==> src/inc/deadband_pkg.sv <==
// Shared constants and types for the dead-band and clock-phase control block
package deadband_pkg;

    // Register byte offsets on the APB
    localparam logic [7:0] ADDR_CLK_CTRL = 8'h00;
    localparam logic [7:0] ADDR_OUT_EN = 8'h04;
    localparam logic [7:0] ADDR_RISE_SRC = 8'h08;
    localparam logic [7:0] ADDR_MOD_CTRL = 8'h0C;
    localparam logic [7:0] ADDR_RISE_TIME = 8'h10;
    localparam logic [7:0] ADDR_FALL_TIME = 8'h14;
    localparam logic [7:0] ADDR_STATUS = 8'h18;

    // Clock control fields
    localparam int CLK_PRE_LSB = 4;
    localparam int CLK_SRC_LSB = 0;
    localparam logic [1:0] CLK_SRC_SYS = 2'h0;
    localparam logic [1:0] CLK_SRC_PLL = 2'h1;
    localparam logic [1:0] CLK_SRC_PIN = 2'h2;

    // Rising event source fields
    localparam int SRC_PIN_BIT = 7;
    localparam int SRC_C4_BIT = 4;
    localparam int SRC_TB_BIT = 0;

    // Modulator control fields
    localparam int CTRL_EN_BIT = 0;
    localparam int CTRL_COMP_BIT = 1;
    localparam int CTRL_BRIDGE_BIT = 2;
    localparam int CTRL_DBRE_BIT = 3;
    localparam int CTRL_DBFE_BIT = 4;
    localparam int CTRL_LOAD_BIT = 5;

    // Output enable masks for the full and the reduced instance
    localparam logic [5:0] OEN_MASK_FULL = 6'h3F;
    localparam logic [5:0] OEN_MASK_SECOND = 6'h03;

    localparam logic [7:0] COUNT_MAX = 8'hFF;

    // Gray codes along idle, rise count, primary on, fall count, complement on
    typedef enum logic [2:0] {
        ST_IDLE = 3'h0,
        ST_RISE_CNT = 3'h1,
        ST_PRI_ON = 3'h3,
        ST_FALL_CNT = 3'h2,
        ST_COMP_ON = 3'h6
    } db_state_t;

    typedef struct packed {
        logic [1:0] clk_pre;
        logic [1:0] clk_src;
        logic [5:0] oen;
        logic src_pin;
        logic src_c4;
        logic src_tb;
        logic enable;
        logic comp_mode;
        logic bridge_mode;
        logic rise_db_en;
        logic fall_db_en;
        logic load_req;
        logic [7:0] rise_time;
        logic [7:0] fall_time;
        logic [7:0] rise_active;
        logic [7:0] fall_active;
        db_state_t st;
        logic [7:0] cnt_r;
        logic [7:0] cnt_f;
        logic freeze;
        logic pri;
        logic comp;
        logic [2:0] pre_cnt;
        logic in_sync1;
        logic in_sync2;
        logic in_prev;
        logic ck_sync1;
        logic ck_sync2;
        logic ck_prev;
        logic c4_prev;
        logic match_prev;
        logic [31:0] rdata;
    } db_regs_t;

    localparam db_regs_t REGS_RESET = '0;

endpackage

==> src/rtl/deadband_ctrl.sv <==
// Dead-band generator with clock, output enable and rising event source control
//
// Functional notes
// - Two independent 8-bit counters, one for rising, one for falling dead band.
// - Dead band only in complementary modes or on full-bridge direction change.
// - Rising event starts rising count; primary turns on after it ends.
// - Falling event starts falling count; complement turns on after it ends.
// - New rising time applies at first period event after load request.
// - New falling time applies at first period event after load request.
// - Each dead band has its own enable; enable changes act immediately.
// - Falling dead band has a dedicated enable bit separate from rising.
// - Both counters advance by one per modulator clock tick.
// - Asynchronous event sources may add up to one modulator clock of variation.
// - Falling event during rising count: switch to falling count, suppress primary.
// - Rising event during falling count: switch to rising count, suppress complement.
// - Same-direction event restarts count; outputs frozen until restarted count ends.
// - Source field bits 1-0: system clock, PLL clock, clock pin, reserved.
// - Output enable bits 5-0 hand each pin to the modulator when set.
// - Second instance lacks enables for outputs C to F.
// - Source bit 7 makes input pin going true a rising event.
// - Source bit 0 makes time base equal to phase a rising event.
// - Enabled rising event sources combine as alternatives.
`timescale 1ns/1ps

module deadband_ctrl #(
    parameter bit SECOND_INSTANCE = 1'b0
) (
    input wire logic pclk,
    input wire logic presetn,
    input wire logic psel,
    input wire logic penable,
    input wire logic pwrite,
    input wire logic [7:0] paddr,
    input wire logic [31:0] pwdata,
    output logic [31:0] prdata,
    output logic pready,
    output logic pslverr,
    input wire logic pll_clk_tick,
    input wire logic modulator_clock_pin,
    input wire logic modulator_input_pin,
    input wire logic synced_comparator4_output,
    input wire logic [7:0] modulator_time_base,
    input wire logic [7:0] phase_value,
    input wire logic fall_edge_event,
    input wire logic period_event,
    input wire logic direction_changing,
    output logic [5:0] pwm_out,
    output logic [5:0] pwm_pin_select
);

    deadband_pkg::db_regs_t cur_reg;
    deadband_pkg::db_regs_t cur_next;

    logic [5:0] oen_mask;
    logic wr_en;
    logic rd_setup;
    logic addr_ok;
    logic src_tick;
    logic [2:0] pre_mask;
    logic mod_tick;
    logic tb_match;
    logic pin_rise;
    logic ck_rise;
    logic c4_rise;
    logic db_allowed;
    logic rise_db_on;
    logic fall_db_on;
    logic rise_ev;
    logic fall_ev;
    logic rise_done;
    logic fall_done;

    assign oen_mask = SECOND_INSTANCE ? deadband_pkg::OEN_MASK_SECOND
                                      : deadband_pkg::OEN_MASK_FULL;

    assign wr_en = psel && penable && pwrite;
    assign rd_setup = psel && !penable && !pwrite;
    assign addr_ok = (paddr == deadband_pkg::ADDR_CLK_CTRL) ||
                     (paddr == deadband_pkg::ADDR_OUT_EN) ||
                     (paddr == deadband_pkg::ADDR_RISE_SRC) ||
                     (paddr == deadband_pkg::ADDR_MOD_CTRL) ||
                     (paddr == deadband_pkg::ADDR_RISE_TIME) ||
                     (paddr == deadband_pkg::ADDR_FALL_TIME) ||
                     (paddr == deadband_pkg::ADDR_STATUS);

    assign pready = 1'b1;
    assign pslverr = psel && penable && !addr_ok;
    assign prdata = cur_reg.rdata;

    // Clock pin and input pin reach logic only through two flops and an edge register
    assign ck_rise = cur_reg.ck_sync2 && !cur_reg.ck_prev;
    assign pin_rise = cur_reg.in_sync2 && !cur_reg.in_prev;

    // Reserved source selection gives no ticks at all
    assign src_tick = (cur_reg.clk_src == deadband_pkg::CLK_SRC_SYS) ? 1'b1 :
                      (cur_reg.clk_src == deadband_pkg::CLK_SRC_PLL) ? pll_clk_tick :
                      (cur_reg.clk_src == deadband_pkg::CLK_SRC_PIN) ? ck_rise : 1'b0;
    assign pre_mask = 3'((4'h1 << cur_reg.clk_pre) - 4'h1);
    assign mod_tick = src_tick && ((cur_reg.pre_cnt & pre_mask) == pre_mask);

    assign tb_match = (modulator_time_base == phase_value);
    assign c4_rise = synced_comparator4_output && !cur_reg.c4_prev;

    assign rise_ev = cur_reg.enable &&
                     ((cur_reg.src_pin && pin_rise) ||
                      (cur_reg.src_c4 && c4_rise) ||
                      (cur_reg.src_tb && tb_match && !cur_reg.match_prev));
    assign fall_ev = cur_reg.enable && fall_edge_event;

    assign db_allowed = cur_reg.comp_mode ||
                        (cur_reg.bridge_mode && direction_changing);
    assign rise_db_on = db_allowed && cur_reg.rise_db_en;
    assign fall_db_on = db_allowed && cur_reg.fall_db_en;

    assign rise_done = !rise_db_on || (cur_reg.cnt_r >= cur_reg.rise_active);
    assign fall_done = !fall_db_on || (cur_reg.cnt_f >= cur_reg.fall_active);

    // Pins A, C, E carry the primary drive and B, D, F the complement
    assign pwm_pin_select = cur_reg.oen & oen_mask;
    assign pwm_out = {cur_reg.comp, cur_reg.pri, cur_reg.comp, cur_reg.pri,
                      cur_reg.comp, cur_reg.pri} & pwm_pin_select;

    always_comb begin
        cur_next = cur_reg;

        cur_next.in_sync1 = modulator_input_pin;
        cur_next.in_sync2 = cur_reg.in_sync1;
        cur_next.in_prev = cur_reg.in_sync2;
        cur_next.ck_sync1 = modulator_clock_pin;
        cur_next.ck_sync2 = cur_reg.ck_sync1;
        cur_next.ck_prev = cur_reg.ck_sync2;
        cur_next.c4_prev = synced_comparator4_output;
        cur_next.match_prev = tb_match;

        if (src_tick) begin
            cur_next.pre_cnt = cur_reg.pre_cnt + 3'h1;
        end

        // Shadow times move into the counters' compare values
        if (!cur_reg.enable) begin
            cur_next.rise_active = cur_reg.rise_time;
            cur_next.fall_active = cur_reg.fall_time;
        end else if (cur_reg.load_req && period_event) begin
            cur_next.rise_active = cur_reg.rise_time;
            cur_next.fall_active = cur_reg.fall_time;
            cur_next.load_req = 1'b0;
        end

        // Count running: counters step once per modulator tick
        if (cur_reg.st == deadband_pkg::ST_RISE_CNT && mod_tick &&
            cur_reg.cnt_r != deadband_pkg::COUNT_MAX) begin
            cur_next.cnt_r = cur_reg.cnt_r + 8'h01;
        end
        if (cur_reg.st == deadband_pkg::ST_FALL_CNT && mod_tick &&
            cur_reg.cnt_f != deadband_pkg::COUNT_MAX) begin
            cur_next.cnt_f = cur_reg.cnt_f + 8'h01;
        end

        // Falling event wins when both directions arrive in one cycle
        if (!cur_reg.enable) begin
            cur_next.st = deadband_pkg::ST_IDLE;
            cur_next.pri = 1'b0;
            cur_next.comp = 1'b0;
            cur_next.freeze = 1'b0;
            cur_next.cnt_r = 8'h00;
            cur_next.cnt_f = 8'h00;
        end else if (fall_ev) begin
            cur_next.cnt_f = 8'h00;
            cur_next.st = deadband_pkg::ST_FALL_CNT;
            if (cur_reg.st == deadband_pkg::ST_FALL_CNT) begin
                cur_next.freeze = 1'b1;
            end else begin
                cur_next.pri = 1'b0;
                cur_next.comp = 1'b0;
                cur_next.freeze = 1'b0;
                cur_next.cnt_r = 8'h00;
            end
        end else if (rise_ev) begin
            cur_next.cnt_r = 8'h00;
            cur_next.st = deadband_pkg::ST_RISE_CNT;
            if (cur_reg.st == deadband_pkg::ST_RISE_CNT) begin
                cur_next.freeze = 1'b1;
            end else begin
                cur_next.comp = 1'b0;
                cur_next.pri = 1'b0;
                cur_next.freeze = 1'b0;
                cur_next.cnt_f = 8'h00;
            end
        end else begin
            case (cur_reg.st)
                deadband_pkg::ST_RISE_CNT: begin
                    if (rise_done) begin
                        cur_next.st = deadband_pkg::ST_PRI_ON;
                        cur_next.pri = 1'b1;
                        cur_next.freeze = 1'b0;
                    end
                end
                deadband_pkg::ST_FALL_CNT: begin
                    if (fall_done) begin
                        cur_next.st = deadband_pkg::ST_COMP_ON;
                        cur_next.comp = 1'b1;
                        cur_next.freeze = 1'b0;
                    end
                end
                deadband_pkg::ST_IDLE,
                deadband_pkg::ST_PRI_ON,
                deadband_pkg::ST_COMP_ON: begin
                    cur_next.st = cur_reg.st;
                end
                default: begin
                    cur_next.st = deadband_pkg::ST_IDLE;
                    cur_next.pri = 1'b0;
                    cur_next.comp = 1'b0;
                end
            endcase
        end

        // Software write comes last so a written load request beats the clear
        if (wr_en) begin
            case (paddr)
                deadband_pkg::ADDR_CLK_CTRL: begin
                    cur_next.clk_pre = pwdata[deadband_pkg::CLK_PRE_LSB +: 2];
                    cur_next.clk_src = pwdata[deadband_pkg::CLK_SRC_LSB +: 2];
                end
                deadband_pkg::ADDR_OUT_EN: begin
                    cur_next.oen = pwdata[5:0] & oen_mask;
                end
                deadband_pkg::ADDR_RISE_SRC: begin
                    cur_next.src_pin = pwdata[deadband_pkg::SRC_PIN_BIT];
                    cur_next.src_c4 = pwdata[deadband_pkg::SRC_C4_BIT];
                    cur_next.src_tb = pwdata[deadband_pkg::SRC_TB_BIT];
                end
                deadband_pkg::ADDR_MOD_CTRL: begin
                    cur_next.enable = pwdata[deadband_pkg::CTRL_EN_BIT];
                    cur_next.comp_mode = pwdata[deadband_pkg::CTRL_COMP_BIT];
                    cur_next.bridge_mode = pwdata[deadband_pkg::CTRL_BRIDGE_BIT];
                    cur_next.rise_db_en = pwdata[deadband_pkg::CTRL_DBRE_BIT];
                    cur_next.fall_db_en = pwdata[deadband_pkg::CTRL_DBFE_BIT];
                    if (pwdata[deadband_pkg::CTRL_LOAD_BIT]) begin
                        cur_next.load_req = 1'b1;
                    end
                end
                deadband_pkg::ADDR_RISE_TIME: begin
                    cur_next.rise_time = pwdata[7:0];
                end
                deadband_pkg::ADDR_FALL_TIME: begin
                    cur_next.fall_time = pwdata[7:0];
                end
                default: begin
                    cur_next.rise_time = cur_next.rise_time;
                end
            endcase
        end

        // Read data is captured in the setup cycle and stands through the access
        if (rd_setup) begin
            case (paddr)
                deadband_pkg::ADDR_CLK_CTRL: begin
                    cur_next.rdata = {26'h0, cur_reg.clk_pre, 2'h0, cur_reg.clk_src};
                end
                deadband_pkg::ADDR_OUT_EN: begin
                    cur_next.rdata = {26'h0, cur_reg.oen};
                end
                deadband_pkg::ADDR_RISE_SRC: begin
                    cur_next.rdata = {24'h0, cur_reg.src_pin, 2'h0, cur_reg.src_c4,
                                      3'h0, cur_reg.src_tb};
                end
                deadband_pkg::ADDR_MOD_CTRL: begin
                    cur_next.rdata = {26'h0, cur_reg.load_req, cur_reg.fall_db_en,
                                      cur_reg.rise_db_en, cur_reg.bridge_mode,
                                      cur_reg.comp_mode, cur_reg.enable};
                end
                deadband_pkg::ADDR_RISE_TIME: begin
                    cur_next.rdata = {24'h0, cur_reg.rise_time};
                end
                deadband_pkg::ADDR_FALL_TIME: begin
                    cur_next.rdata = {24'h0, cur_reg.fall_time};
                end
                deadband_pkg::ADDR_STATUS: begin
                    cur_next.rdata = {8'h0, cur_reg.cnt_f, cur_reg.cnt_r, 2'h0,
                                      cur_reg.comp, cur_reg.pri, cur_reg.freeze,
                                      cur_reg.st};
                end
                default: begin
                    cur_next.rdata = 32'h0000_0000;
                end
            endcase
        end
    end

    always_ff @(posedge pclk or negedge presetn) begin
        if (!presetn) begin
            cur_reg <= deadband_pkg::REGS_RESET;
        end else begin
            cur_reg <= cur_next;
        end
    end

    a_no_overlap: assert property (@(posedge pclk) disable iff (!presetn)
        !(cur_reg.pri && cur_reg.comp))
        else $error("primary and complement driven together");

    a_fall_over_rise: assert property (@(posedge pclk) disable iff (!presetn)
        (cur_reg.st == deadband_pkg::ST_RISE_CNT && fall_ev)
        |=> (cur_reg.st == deadband_pkg::ST_FALL_CNT && !cur_reg.pri && cur_reg.cnt_f == 8'h00))
        else $error("falling event did not take over rising count");

    a_rise_over_fall: assert property (@(posedge pclk) disable iff (!presetn)
        (cur_reg.st == deadband_pkg::ST_FALL_CNT && rise_ev && !fall_ev)
        |=> (cur_reg.st == deadband_pkg::ST_RISE_CNT && !cur_reg.comp && cur_reg.cnt_r == 8'h00))
        else $error("rising event did not take over falling count");

    a_repeat_freeze: assert property (@(posedge pclk) disable iff (!presetn)
        (cur_reg.st == deadband_pkg::ST_RISE_CNT && rise_ev && !fall_ev)
        |=> (cur_reg.freeze && $stable(cur_reg.pri) && $stable(cur_reg.comp)))
        else $error("repeated rising event did not freeze outputs");

    a_rise_hold_load: assert property (@(posedge pclk) disable iff (!presetn)
        (cur_reg.enable && !(cur_reg.load_req && period_event))
        |=> $stable(cur_reg.rise_active))
        else $error("rising time changed without a load");

    a_fall_hold_load: assert property (@(posedge pclk) disable iff (!presetn)
        (cur_reg.enable && cur_reg.load_req && period_event &&
         !(wr_en && paddr == deadband_pkg::ADDR_MOD_CTRL && pwdata[deadband_pkg::CTRL_LOAD_BIT]))
        |=> (cur_reg.fall_active == $past(cur_reg.fall_time) && !cur_reg.load_req))
        else $error("falling time not loaded at period event");

    a_count_step: assert property (@(posedge pclk) disable iff (!presetn)
        (cur_reg.st == deadband_pkg::ST_RISE_CNT && mod_tick && !rise_ev && !fall_ev &&
         cur_reg.enable && !rise_done && cur_reg.cnt_r != deadband_pkg::COUNT_MAX)
        |=> (cur_reg.cnt_r == $past(cur_reg.cnt_r) + 8'h01))
        else $error("rising counter did not step on tick");

    a_db_off_direct: assert property (@(posedge pclk) disable iff (!presetn)
        (cur_reg.enable && cur_reg.st == deadband_pkg::ST_FALL_CNT && !fall_db_on &&
         !rise_ev && !fall_ev)
        |=> (cur_reg.st == deadband_pkg::ST_COMP_ON && cur_reg.comp))
        else $error("disabled falling dead band still delayed complement");

    a_second_mask: assert property (@(posedge pclk) disable iff (!presetn)
        SECOND_INSTANCE |-> (pwm_pin_select[5:2] == 4'h0))
        else $error("absent output enables active on second instance");

    a_pin_event: assert property (@(posedge pclk) disable iff (!presetn)
        (cur_reg.enable && cur_reg.src_pin && pin_rise && !fall_ev)
        |=> (cur_reg.st == deadband_pkg::ST_RISE_CNT))
        else $error("input pin rise did not start rising count");

    a_div_eight: assert property (@(posedge pclk) disable iff (!presetn)
        (cur_reg.clk_pre == 2'h3 && mod_tick) ##1 (cur_reg.clk_pre == 2'h3) |-> !mod_tick)
        else $error("divide by eight tick at wrong prescaler count");

endmodule // deadband_ctrl

==> config.mk <==
export PLATFORM = sky130hd
export DESIGN_NAME = deadband_ctrl
export DESIGN_NICKNAME = d
export VERILOG_FILES = /design/src/inc/deadband_pkg.sv /design/src/rtl/deadband_ctrl.sv
export SDC_FILE = /design/constraint.sdc
export NUM_CORES = 1
export LEC_CHECK = 0
export BUFFER_PORTS_ARGS = -buffer_cell sky130_fd_sc_hd__buf_2
export CAP_MARGIN = 40
export CORE_MARGIN = 2
export CORE_UTILIZATION = 60
export CTS_BUF_LIST = sky130_fd_sc_hd__clkbuf_4 sky130_fd_sc_hd__clkbuf_8 sky130_fd_sc_hd__clkbuf_16
export DETAILED_ROUTE_END_ITERATION = 16
export PLACE_DENSITY_LB_ADDON = 0.3
export SKIP_LAST_GASP = 1
export SLEW_MARGIN = 10
export SYNTH_ARGS = -nofsm -noshare
export SYNTH_HDL_FRONTEND = slang
export SYNTH_SLANG_ARGS = --single-unit
==> constraint.sdc <==
create_clock -name pclk -period 4.4 [get_ports pclk]
set_input_delay 0.44 -clock pclk [delete_from_list [all_inputs] [get_ports pclk]]
set_output_delay 0.44 -clock pclk [all_outputs]
set_load 0.005 [all_outputs]
==> summary.txt, run 1 <==
CTS
  • CTS Sinks: 108
  • Clock Pin Slew Worst Setup and Hold Paths: around 0.11 ns
  • CTS Buf Count: 9
  • Clock Tree Root: clkbuf_8
  • Worst-skew pair later-pin latency: 0.38 ns
  • TritonCTS clock tree: built
  • H-tree depth: 3
  • Clk buf depth: 2
  • Resized cells post-CTS: 0

Timing
  • Post-Route Skew: between 0.015 and 0.02 ns
  • Hold Fails Final Rpt: 0
  • Min Tclk post-route: roughly 2.3 ns
  • TNS Setup: 0 ns
  • RSZ-0062 raised after global routing: false
  • Final Max Slew Viols: 0
  • WHS: 0.1582 ns
  • Worst Max-Slew Pin Slew: 0.8681 ns
  • Fin crit share: a little over half
  • Slew HR: a little over two fifths
  • Highest clock rate: 431.8 MHz
  • Final setup fails: 0

Routing
  • Antenna-violating nets left: 0
  • DRT iter0 DRCs: ~220
  • Router iterations before antenna repair: 4
  • Average wire per standard cell: approximately 16 um
  • Via count: just over 4k
  • DRC Markers: 0
  • Routed vias/inst: 5.564
  • Final WL: between 10000 and 15000 um

Power and ir drop
  • Power Dens Cells: 294.5 nW/um^2
  • Worst vdd ir: 0.1967 mV
  • Leakage: between 2 and 3 nW
  • Power, Total: about 1.8 mW

Global route
  • Number of global-route vias before repair: approximately 4.1k
  • First-pass GRT wire length: around 20000 um
  • Global Route Usage Sum: between 20% and 30%
  • Grt met2 use: between 40% and 50%
  • Initial antenna violation count: 0
  • Most used routing layer: met2
  • Gr ovfl total: 0
  • Met3 Use GR: between 6 and 7%
  • Met1 Resource Use GR: ~32%
  • Largest net degree at the start of global routing: 48

Synthesis
  • Mapped Area: between 5000 and 6000 um^2
  • Synth Register Bits: ~110
  • Syn avg cell area: 10.49 um^2
  • Number of flops mapped to enable cells by yosys: 0
  • Asr flop ratio synth: 100.0%
  • Top-count cell post-synth: dfrtp_1
  • Distinct cells, synth: 57
  • Largest cells by area after synthesis: dfrtp_1 47%, mux2_2 10%, buf_4 5.1%
  • Ys flop type: dfrtp_1
  • Synth Instances: between 500 and 600
  • Cell taking the most area after synthesis: dfrtp_1
  • Most frequent cells after synthesis: 108 x dfrtp_1, 66 x nand2_1, 51 x mux2_2
  • Yosys top cell area share: roughly 47%
  • Synth warn: 0
  • Post-synthesis sequential area ratio: a little under half

Placed design
  • DP Area: 6026 um^2
  • Gpl congestion: ~0.92
  • Number of buffers added on ports: 80
  • Post-DP HPWL: approximately 9000 um

Critical path
  • CP required: roughly 4.7 ns
  • Worst reg2reg path depth: 7
  • Worst setup EP type: flop
  • Setup slack, reg-to-reg: around 2.1 ns
  • Crit path launch: cur_reg[57]$_DFF_PN0_
  • Arr. time, crit path: between 2 and 3 ns
  • Crit start category: flop
  • FF-to-FF End: cur_reg[63]$_DFFE_PN0P_
  • Peak fanout along the critical path: 7
  • CP Class: reg -> reg
  • Critical R2R Launch: cur_reg[57]$_DFF_PN0_

Die
  • Die area: 10360 um^2
  • Core area: between 9000 and 10000 um^2
  • Die Ht: slightly above 100 um
  • Num rows: 35
  • Die X: 101.8 um
  • Initial core utilization: just over 60%
  • Top-level I/O count: 114

Cells and area
  • Final instance area: approximately 6300 um^2
  • # diodes: 0
  • Util after Layout: about two thirds
  • Max FFs per register: 74
  • Synth-to-Final Area Change: 8.962%
  • Number of nets in the layout: 684
  • Ratio of cells with drive above 1 in the final layout: 29.40%

Flow run
  • MaxCap Viol Count: 0

Worst hold path
  • Hold Crit Class: in -> reg
  • Hold Crit Depth: 1
  • HP Start: modulator_clock_pin
  • Hold endpoint: cur_next[35]$_DFF_PN0_

Status
  • Status: complete, no violations
## area by class of cell
cell class / instances / area, um^2
fill: 723 / 2988
sequential: 108 / 2703
multi-input combinational: 365 / 2600
timing repair buffer: 85 / 466.7
tap: 129 / 161.4
clock buffer: 11 / 151.4
inverter: 28 / 105.1
clock inverter: 5 / 65.06
## critical path, cell delays in order, from the launching register on
cell      delay, ns
dfrtp_1        0.48
ha_1           0.35
o211ai_1       0.10
a21oi_1        0.06
o41ai_1        0.48
nand3_1        0.27
a31o_2         0.26
a32o_1         0.20
## stage by stage
step / std cells / setup slack, ns
floorplan: 554 / 2.393
global placement: 712 / 2.133
detailed placement: 714 / 2.099
CTS: 731 / 2.072
global route: 731 / 1.927
finish: 731 / 2.084
## how the worst max path moves through the flow
stage                                    to  slack [ns]
floorplan           cur_reg[63]$_DFFE_PN0P_        2.39
finish              cur_reg[63]$_DFFE_PN0P_        2.08
global route        cur_reg[63]$_DFFE_PN0P_        1.93
detailed placement  cur_reg[63]$_DFFE_PN0P_        2.10
global placement    cur_reg[63]$_DFFE_PN0P_        2.13
CTS                 cur_reg[63]$_DFFE_PN0P_        2.07
## metal layers
layer  part of all wire (%)  vias up
met5                      0        -
met4                    1.1        0
met3                    5.7       12
met2                     50      124
met1                     43     1974
li1                       -     1957
## report_power, final
part	switching, mW	internal [mW]	total (mW)
combinational	0.0855	0.0690	0.155
sequential	0.0225	1.02	1.04
clock	0.342	0.302	0.644
total	0.450	1.39	1.84
## timing repair
item | CTS | global route
hold buffers | 1 | 0
setup buffers | 0 | 0
endpoints found under the setup margin | 0 | 0
hold endpoints to repair | 24 | 0
## cell families (layout without fill, tap and decap cells)
logic type,after synthesis,count (layout),share of synthesized area [%]
and+or+nand+nor,178,178,15.55
buffers and inverters,81,129,8.133
other,2,9,0.1309
DFF,108,108,47.10
xor gates and xnor gates,24,24,3.663
AOI/OAI and AO/OA,75,75,9.050
adders and majority gates,19,19,4.143
muxes,60,60,12.23
## placed cells by master (no fill, tap or decap), drive strengths merged, types with 5 or more instances in the layout
cell type	n
dfrtp	108
buf	84
nand2	68
mux2	51
nor2	35
inv	31
nand3	28
xnor2	24
o21ai	22
ha	19
a21oi	13
clkbuf	11
nor3	11
and2	9
conb	9
nor4	7
nand4	6
mux2i	6
a211oi	5
nand2b	5
(Power assumes the default switching activity.)
==> run 2: changes to the inputs <==
- CORE_UTILIZATION: 60 -> 50
- clock period: 4.4 -> 2.1 ns (I/O delays scaled with it)
==> run 2 against run 1 <==
Net effect: non-clock buffer count grew 32; critical path depth increased by 1; first-iteration DRC count is 9.1% lower; combinational power up 120%; maximum frequency grew 15%; clock skew is 0.011 ns lower; setup slack lost 2.0 ns; critical endpoint unchanged.
==> summary.txt, run 2 (synthesis results as in run 1) <==
Status
  • Status: complete, no violations

Timing
  • Post-Route Skew: roughly 0.0078 ns
  • Final setup fails: 0
  • Slew HR: approximately three fifths
  • Highest clock rate: ~500 MHz
  • Fin crit share: a little over nine tenths
  • Hold Fails Final Rpt: 0
  • Min Tclk post-route: approximately 2 ns
  • Worst Max-Slew Pin Slew: roughly 0.6 ns
  • Final Max Slew Viols: 0

Global route
  • Initial antenna violation count: 0
  • Global Route Usage Sum: a little over a fifth
  • Number of global-route vias before repair: roughly 4.3k
  • Gr ovfl total: 0
  • Largest net degree at the start of global routing: 55
  • First-pass GRT wire length: ~21000 um

CTS
  • Clock Tree Root: clkbuf_16
  • Post-CTS setup buffers: 0
  • Clock Pin Slew Worst Setup and Hold Paths: roughly 0.07 ns
  • Worst-skew pair later-pin latency: about 0.36 ns
  • Clk buf depth: 2
  • CTS Sinks: around 110
  • CTS Buf Count: 9
  • TritonCTS clock tree: built
  • H-tree depth: 3

Critical path
  • Cell chain of the critical path: inv_1 -> ha_1 -> a211oi_2 -> o2111ai_1 -> a21oi_2 -> o311ai_2 -> a31o_2 -> a32o_1
  • Worst setup EP type: flop
  • Critical-path top delay cell: dfrtp_1
  • Crit start category: flop
  • Crit path max-delay family: compound AO/OA/AOI/OAI gates
  • Arr. time, crit path: ~2.3 ns
  • Peak fanout along the critical path: 2
  • CP max stage delay: 0.38 ns
  • Buffer and inverter count on the worst path: 1
  • CP Class: reg -> reg
  • CP required: between 2 and 2.5 ns

Die
  • Die area: about 12000 um^2
  • Initial core utilization: between 50% and 60%
  • Core area: around 11000 um^2
  • Top-level I/O count: about 110
  • Die Ht: between 100 and 150 um
  • Num rows: 39
  • Die X: 111.1 um

Power and ir drop
  • Leakage: 3.184 nW
  • Flop pwr share: 51.1%
  • Combinational power share: under 10%
  • Switch share: between 20% and 30%
  • Clock network fraction of total power: between 40% and 50%
  • P_int: around 3.3 mW
  • Worst vdd ir: about 0.58 mV
  • NetSw: 1.009 mW
  • Power Dens Cells: roughly 650 nW/um^2

Routing
  • Final WL: approximately 13000 um
  • Routed vias/inst: approximately 5.5
  • Average wire per standard cell: 16.69 um
  • Antenna-violating nets left: 0
  • Router iterations before antenna repair: 5
  • Via count: 4246
  • DRT iter0 DRCs: roughly 200
  • DRC Markers: 0

Cells and area
  • Ratio of cells with drive above 1 in the final layout: between 30 and 40%
  • Final instance area: about 6600 um^2
  • Max FFs per register: 74
  • Most frequent cells in the layout: 108 x dfrtp_1, 79 x buf_2, 66 x nand2_1, 51 x mux2_2, 33 x nor2_1
  • Commonest non-fill, non-tap cell in the layout: dfrtp_1
  • Util after Layout: about three fifths
  • Number of nets in the layout: a little over 700
  • Synth-to-Final Area Change: 15.53%
  • # diodes: 0

Worst hold path
  • Hold Crit Class: in -> reg

Placed design
  • DP Area: between 6000 and 7000 um^2
  • Number of buffers added on ports: 80
  • Gpl congestion: slightly above 0.9
  • Post-DP HPWL: around 9700 um

Flow run
  • MaxCap Viol Count: 0
run 2: power groups by stage:
stage | Clock [mW] | Sequential, mW | Combinational, mW
floorplan | 0 | 2.21 | 0.205
finish | 1.75 | 2.18 | 0.343
global placement | 0 | 2.22 | 0.324
CTS | 1.77 | 2.18 | 0.345
detailed placement | 0 | 2.22 | 0.338
global route | 1.86 | 2.19 | 0.384
run 2: layout make-up:
type                            instances  area, um^2
Clock buffer                           11       246.5
Fill cell                             971        4692
Timing Repair Buffer                  117       715.7
Tap cell                              143       178.9
Clock inverter                          5       61.31
Sequential cell                       108        2703
Inverter                               28       105.1
Multi-Input combinational cell        365        2619
run 2: stage by stage:
stage / instances / setup WS [ns] / power, mW / hold slack (ns) / setup TNS [ns]
CTS: 777 / 0.01858 / 4.298 / 0.1122 / 0
finish: 777 / 0.09473 / 4.276 / 0.1150 / 0
floorplan: 554 / 0.09290 / 2.416 / -0.08559 / 0
global route: 777 / -0.02834 / 4.436 / 0.1221 / -0.04768
global placement: 757 / 0.09007 / 2.544 / 0.1746 / 0
detailed placement: 757 / 0.02916 / 2.562 / 0.1815 / 0
run 2: final timing paths:
kind                                          from                            end  slack, ns  depth (start not counted)
max                        cur_reg[70]$_DFFE_PN0P_        cur_reg[63]$_DFFE_PN0P_       0.09                          8
min                                      pwdata[6]        cur_reg[95]$_DFFE_PN0P_       0.12                          2
max reg2reg                cur_reg[70]$_DFFE_PN0P_        cur_reg[63]$_DFFE_PN0P_       0.09                          8
min reg2reg                 cur_next[35]$_DFF_PN0_         cur_next[34]$_DFF_PN0_       0.36                          0
max in group asynchronous                  presetn        cur_reg[40]$_DFFE_PN0N_       1.10                          3
min in group asynchronous                  presetn  pwm_pin_select[0]$_DFFE_PN0P_       0.34                          2
run 2: worst reg2reg max path, delay by kind of cell (launching register included):
family                   cells  cell delay [ns]
AO/OA/AOI/OAI                6             1.15
flip-flops                   1             0.38
adder cells (fa/ha/maj)      1             0.30
buffers and inverters        1             0.06
run 2: timing repair:
item | CTS | global route
hold buffers | 4 | 0
hold endpoints to repair | 33 | 0
resized for setup | 0 | 4
setup endpoints to repair | 0 | 4
run 2: metal layers:
| metal | part of all wire, % | wire [um] | track usage [%] | vias to the layer above |
|---|---|---|---|---|
| li1 | - | - | - | 2020 |
| met1 | 45 | 5821 | 28.83 | 2064 |
| met2 | 48 | 6251 | 35.99 | 141 |
| met3 | 4.7 | 607 | 3.116 | 21 |
| met4 | 2.2 | 289 | 8.971 | 0 |
| met5 | 0 | 0 | 0 | - |
==> run 3: changes to the inputs <==
- ABC_CLOCK_PERIOD_IN_PS: default -> 1900
- CORE_UTILIZATION: 50 -> 56
- CTS_BUF_LIST: sky130_fd_sc_hd__clkbuf_4 sky130_fd_sc_hd__clkbuf_8 sky130_fd_sc_hd__clkbuf_16 -> default
- clock period: 2.1 -> 1.9 ns (I/O delays scaled with it)
==> run 3 against run 2 <==
Net effect: the run now ends with setup timing left; register-to-register slack got worse by 0.16 ns; flip-flop and latch count unchanged; sequential power rose by 11%; routed wire length is 1.5% higher; setup slack got worse by 0.16 ns; cell count is 0.77% higher; via count increased by 3.1%; worst hold slack lost 0.060 ns; non-clock buffer count increased by 16; clock-buffer cell count down 2; clock skew rose by 0.0085 ns; die area is 10% lower.
==> summary.txt, run 3 (synthesis results as in run 1) <==
Status
  • Status: finished, violations left
  • Failing checks: setup timing

Routing
  • Via count: between 4k and 5k
  • Antenna-violating nets left: 0
  • Router iterations before antenna repair: 4
  • Average wire per standard cell: between 15 and 20 um
  • DRT iter0 DRCs: 193
  • Final WL: between 10000 and 15000 um
  • DRC Markers: 0
  • Routed vias/inst: between 5 and 6

Timing
  • Post-Route Skew: ~0.016 ns
  • RSZ-0062 raised after global routing: true
  • Hold Fails Final Rpt: 0
  • Fin crit share: 103.2%
  • Final Max Slew Viols: 0
  • Final setup fails: 1
  • TNS Setup: -0.06057 ns
  • Post-route setup slack: -0.06057 ns
  • Min Tclk post-route: 1.961 ns
  • Highest clock rate: 510.1 MHz
  • Slew HR: a little under two thirds
  • Worst Max-Slew Pin Slew: roughly 0.55 ns

Cells and area
  • Max FFs per register: 74
  • Ratio of cells with drive above 1 in the final layout: 37.23%
  • Non-Filler Instances: about 780
  • Commonest non-fill, non-tap cell in the layout: dfrtp_1
  • Most frequent cells in the layout: 108 x dfrtp_1, 79 x buf_2, 66 x nand2_1, 51 x mux2_2, 48 x buf_4
  • Number of nets in the layout: between 700 and 800
  • Synth-to-Final Area Change: 17.44%
  • Multi-input logic area: approximately 2700 um^2
  • # diodes: 0
  • FILL cells: 797
  • Sequential cell area: roughly 2700 um^2

CTS
  • TritonCTS clock tree: built
  • Worst-skew pair later-pin latency: approximately 0.39 ns
  • CTS Buf Count: 9
  • Clk buf depth: 2
  • CTS Sinks: about 110
  • Clock Tree Root: clkbuf_8
  • H-tree depth: 3
  • Clock Pin Slew Worst Setup and Hold Paths: 0.12 ns

Worst hold path
  • Hold Crit Class: in -> reg

Critical path
  • Critical-path top delay cell: dfrtp_1
  • Worst setup EP type: flop
  • Arr. time, crit path: 2.25 ns
  • Crit start category: flop
  • CP Class: reg -> reg
  • CP required: 2.19 ns
  • CP max stage delay: roughly 0.41 ns
  • Cell chain of the critical path: inv_2 -> ha_4 -> a22o_1 -> o41ai_2 -> nand3_1 -> a31o_2 -> a32o_1
  • Peak fanout along the critical path: 2

Global route
  • Initial antenna violation count: 0
  • Number of global-route vias before repair: about 4.3k
  • Global Route Usage Sum: between 20% and 30%
  • First-pass GRT wire length: 21600 um
  • Gr ovfl total: 0
  • Largest net degree at the start of global routing: 47

Power and ir drop
  • Leakage: about 3.2 nW
  • Power Dens Cells: between 600 and 700 nW/um^2
  • Worst vdd ir: ~0.49 mV

Die
  • Core area: ~9900 um^2
  • Num rows: 36
  • Die X: between 100 and 150 um
  • Initial core utilization: 58.17%
  • Die Ht: between 100 and 150 um
  • Die area: approximately 11000 um^2
  • Top-level I/O count: between 100 and 150

Placed design
  • Inst Count DP: 757
  • Post-DP HPWL: roughly 9900 um
  • Gpl congestion: between 0.9 and 1
  • Number of buffers added on ports: 80

Flow run
  • MaxCap Viol Count: 0
-- run 3: cell count changes in the layout (fill, tap and decap cells not counted), moves of 5 or more --
cell,change
ha_4,+5
clkbuf_8,+8
ha_1,-5
clkbuf_16,-9
buf_4,+16
-- run 3: where the power goes --
part	leakage, nW	switching (mW)	internal (mW)
clock network	0.0990	0.893	0.525
registers	1.47	0.0498	2.36
logic	1.67	0.210	0.181
-- run 3: layout make-up --
| class | instances | area share, % |
|---|---|---|
| clock buffer | 9 | 1.838 |
| clock inverter | 7 | 1.114 |
| inverter | 28 | 1.560 |
| multi-input combinational | 365 | 40.51 |
| sequential | 108 | 40.10 |
| tap | 133 | 2.469 |
| timing repair buffer | 133 | 12.40 |
-- run 3: per-stage QoR --
step	hold WS, ns	area, um^2	setup slack [ns]	util [%]	power (mW)
finish	0.05510	6739	-0.06057	68.32	4.223
global route	0.05999	6739	-0.1355	68.32	4.395
CTS	0.05400	6631	-0.04381	67.22	4.242
detailed placement	0.1288	6349	-0.05884	64.36	2.840
global placement	0.1346	6349	-0.01019	64.36	2.818
floorplan	-0.1056	5788	0.007908	-	2.672
-- run 3: critical path: cells and delay by family (launching register included) --
| family | cells | cell delay, ns |
|---|---|---|
| flops | 1 | 0.41 |
| fa+ha+maj | 1 | 0.20 |
| compound gates | 4 | 1.02 |
| simple gates | 1 | 0.17 |
| buf+inv | 1 | 0.07 |
-- run 3: routing by layer --
metal / track usage [%] / up-vias / routed length [um]
met2: 40.92 / 168 / 6518
met3: 3.649 / 25 / 805
met4: 11.90 / 0 / 391
met1: 32.61 / 2116 / 5455
met5: 0 / - / 0
li1: - / 2068 / -
-- run 3: repair_timing --
action / CTS / global route
resized for setup: 6 / 14
endpoints found under the setup margin: 1 / 7
hold endpoints to repair: 26 / 0
hold buffers: 4 / 0
setup buffers: 2 / 4
pin swaps: 9 / 11
-- run 3: final timing paths --
check / startpoint / to / slack, ns / depth (start not counted)
setup / recovery: cur_reg[78]$_DFFE_PN0P_ / cur_reg[63]$_DFFE_PN0P_ / -0.06 / 7
min in group asynchronous: presetn / prdata[19]$_DFFE_PN0P_ / 0.25 / 2
setup reg to reg: cur_reg[78]$_DFFE_PN0P_ / cur_reg[63]$_DFFE_PN0P_ / -0.06 / 7
hold reg to reg: cur_next[38]$_DFF_PN0_ / cur_next[37]$_DFF_PN0_ / 0.36 / 0
max in group asynchronous: presetn / cur_reg[86]$_DFFE_PN0P_ / 1.07 / 3
hold / removal: pwdata[7] / cur_reg[96]$_DFFE_PN0P_ / 0.06 / 2
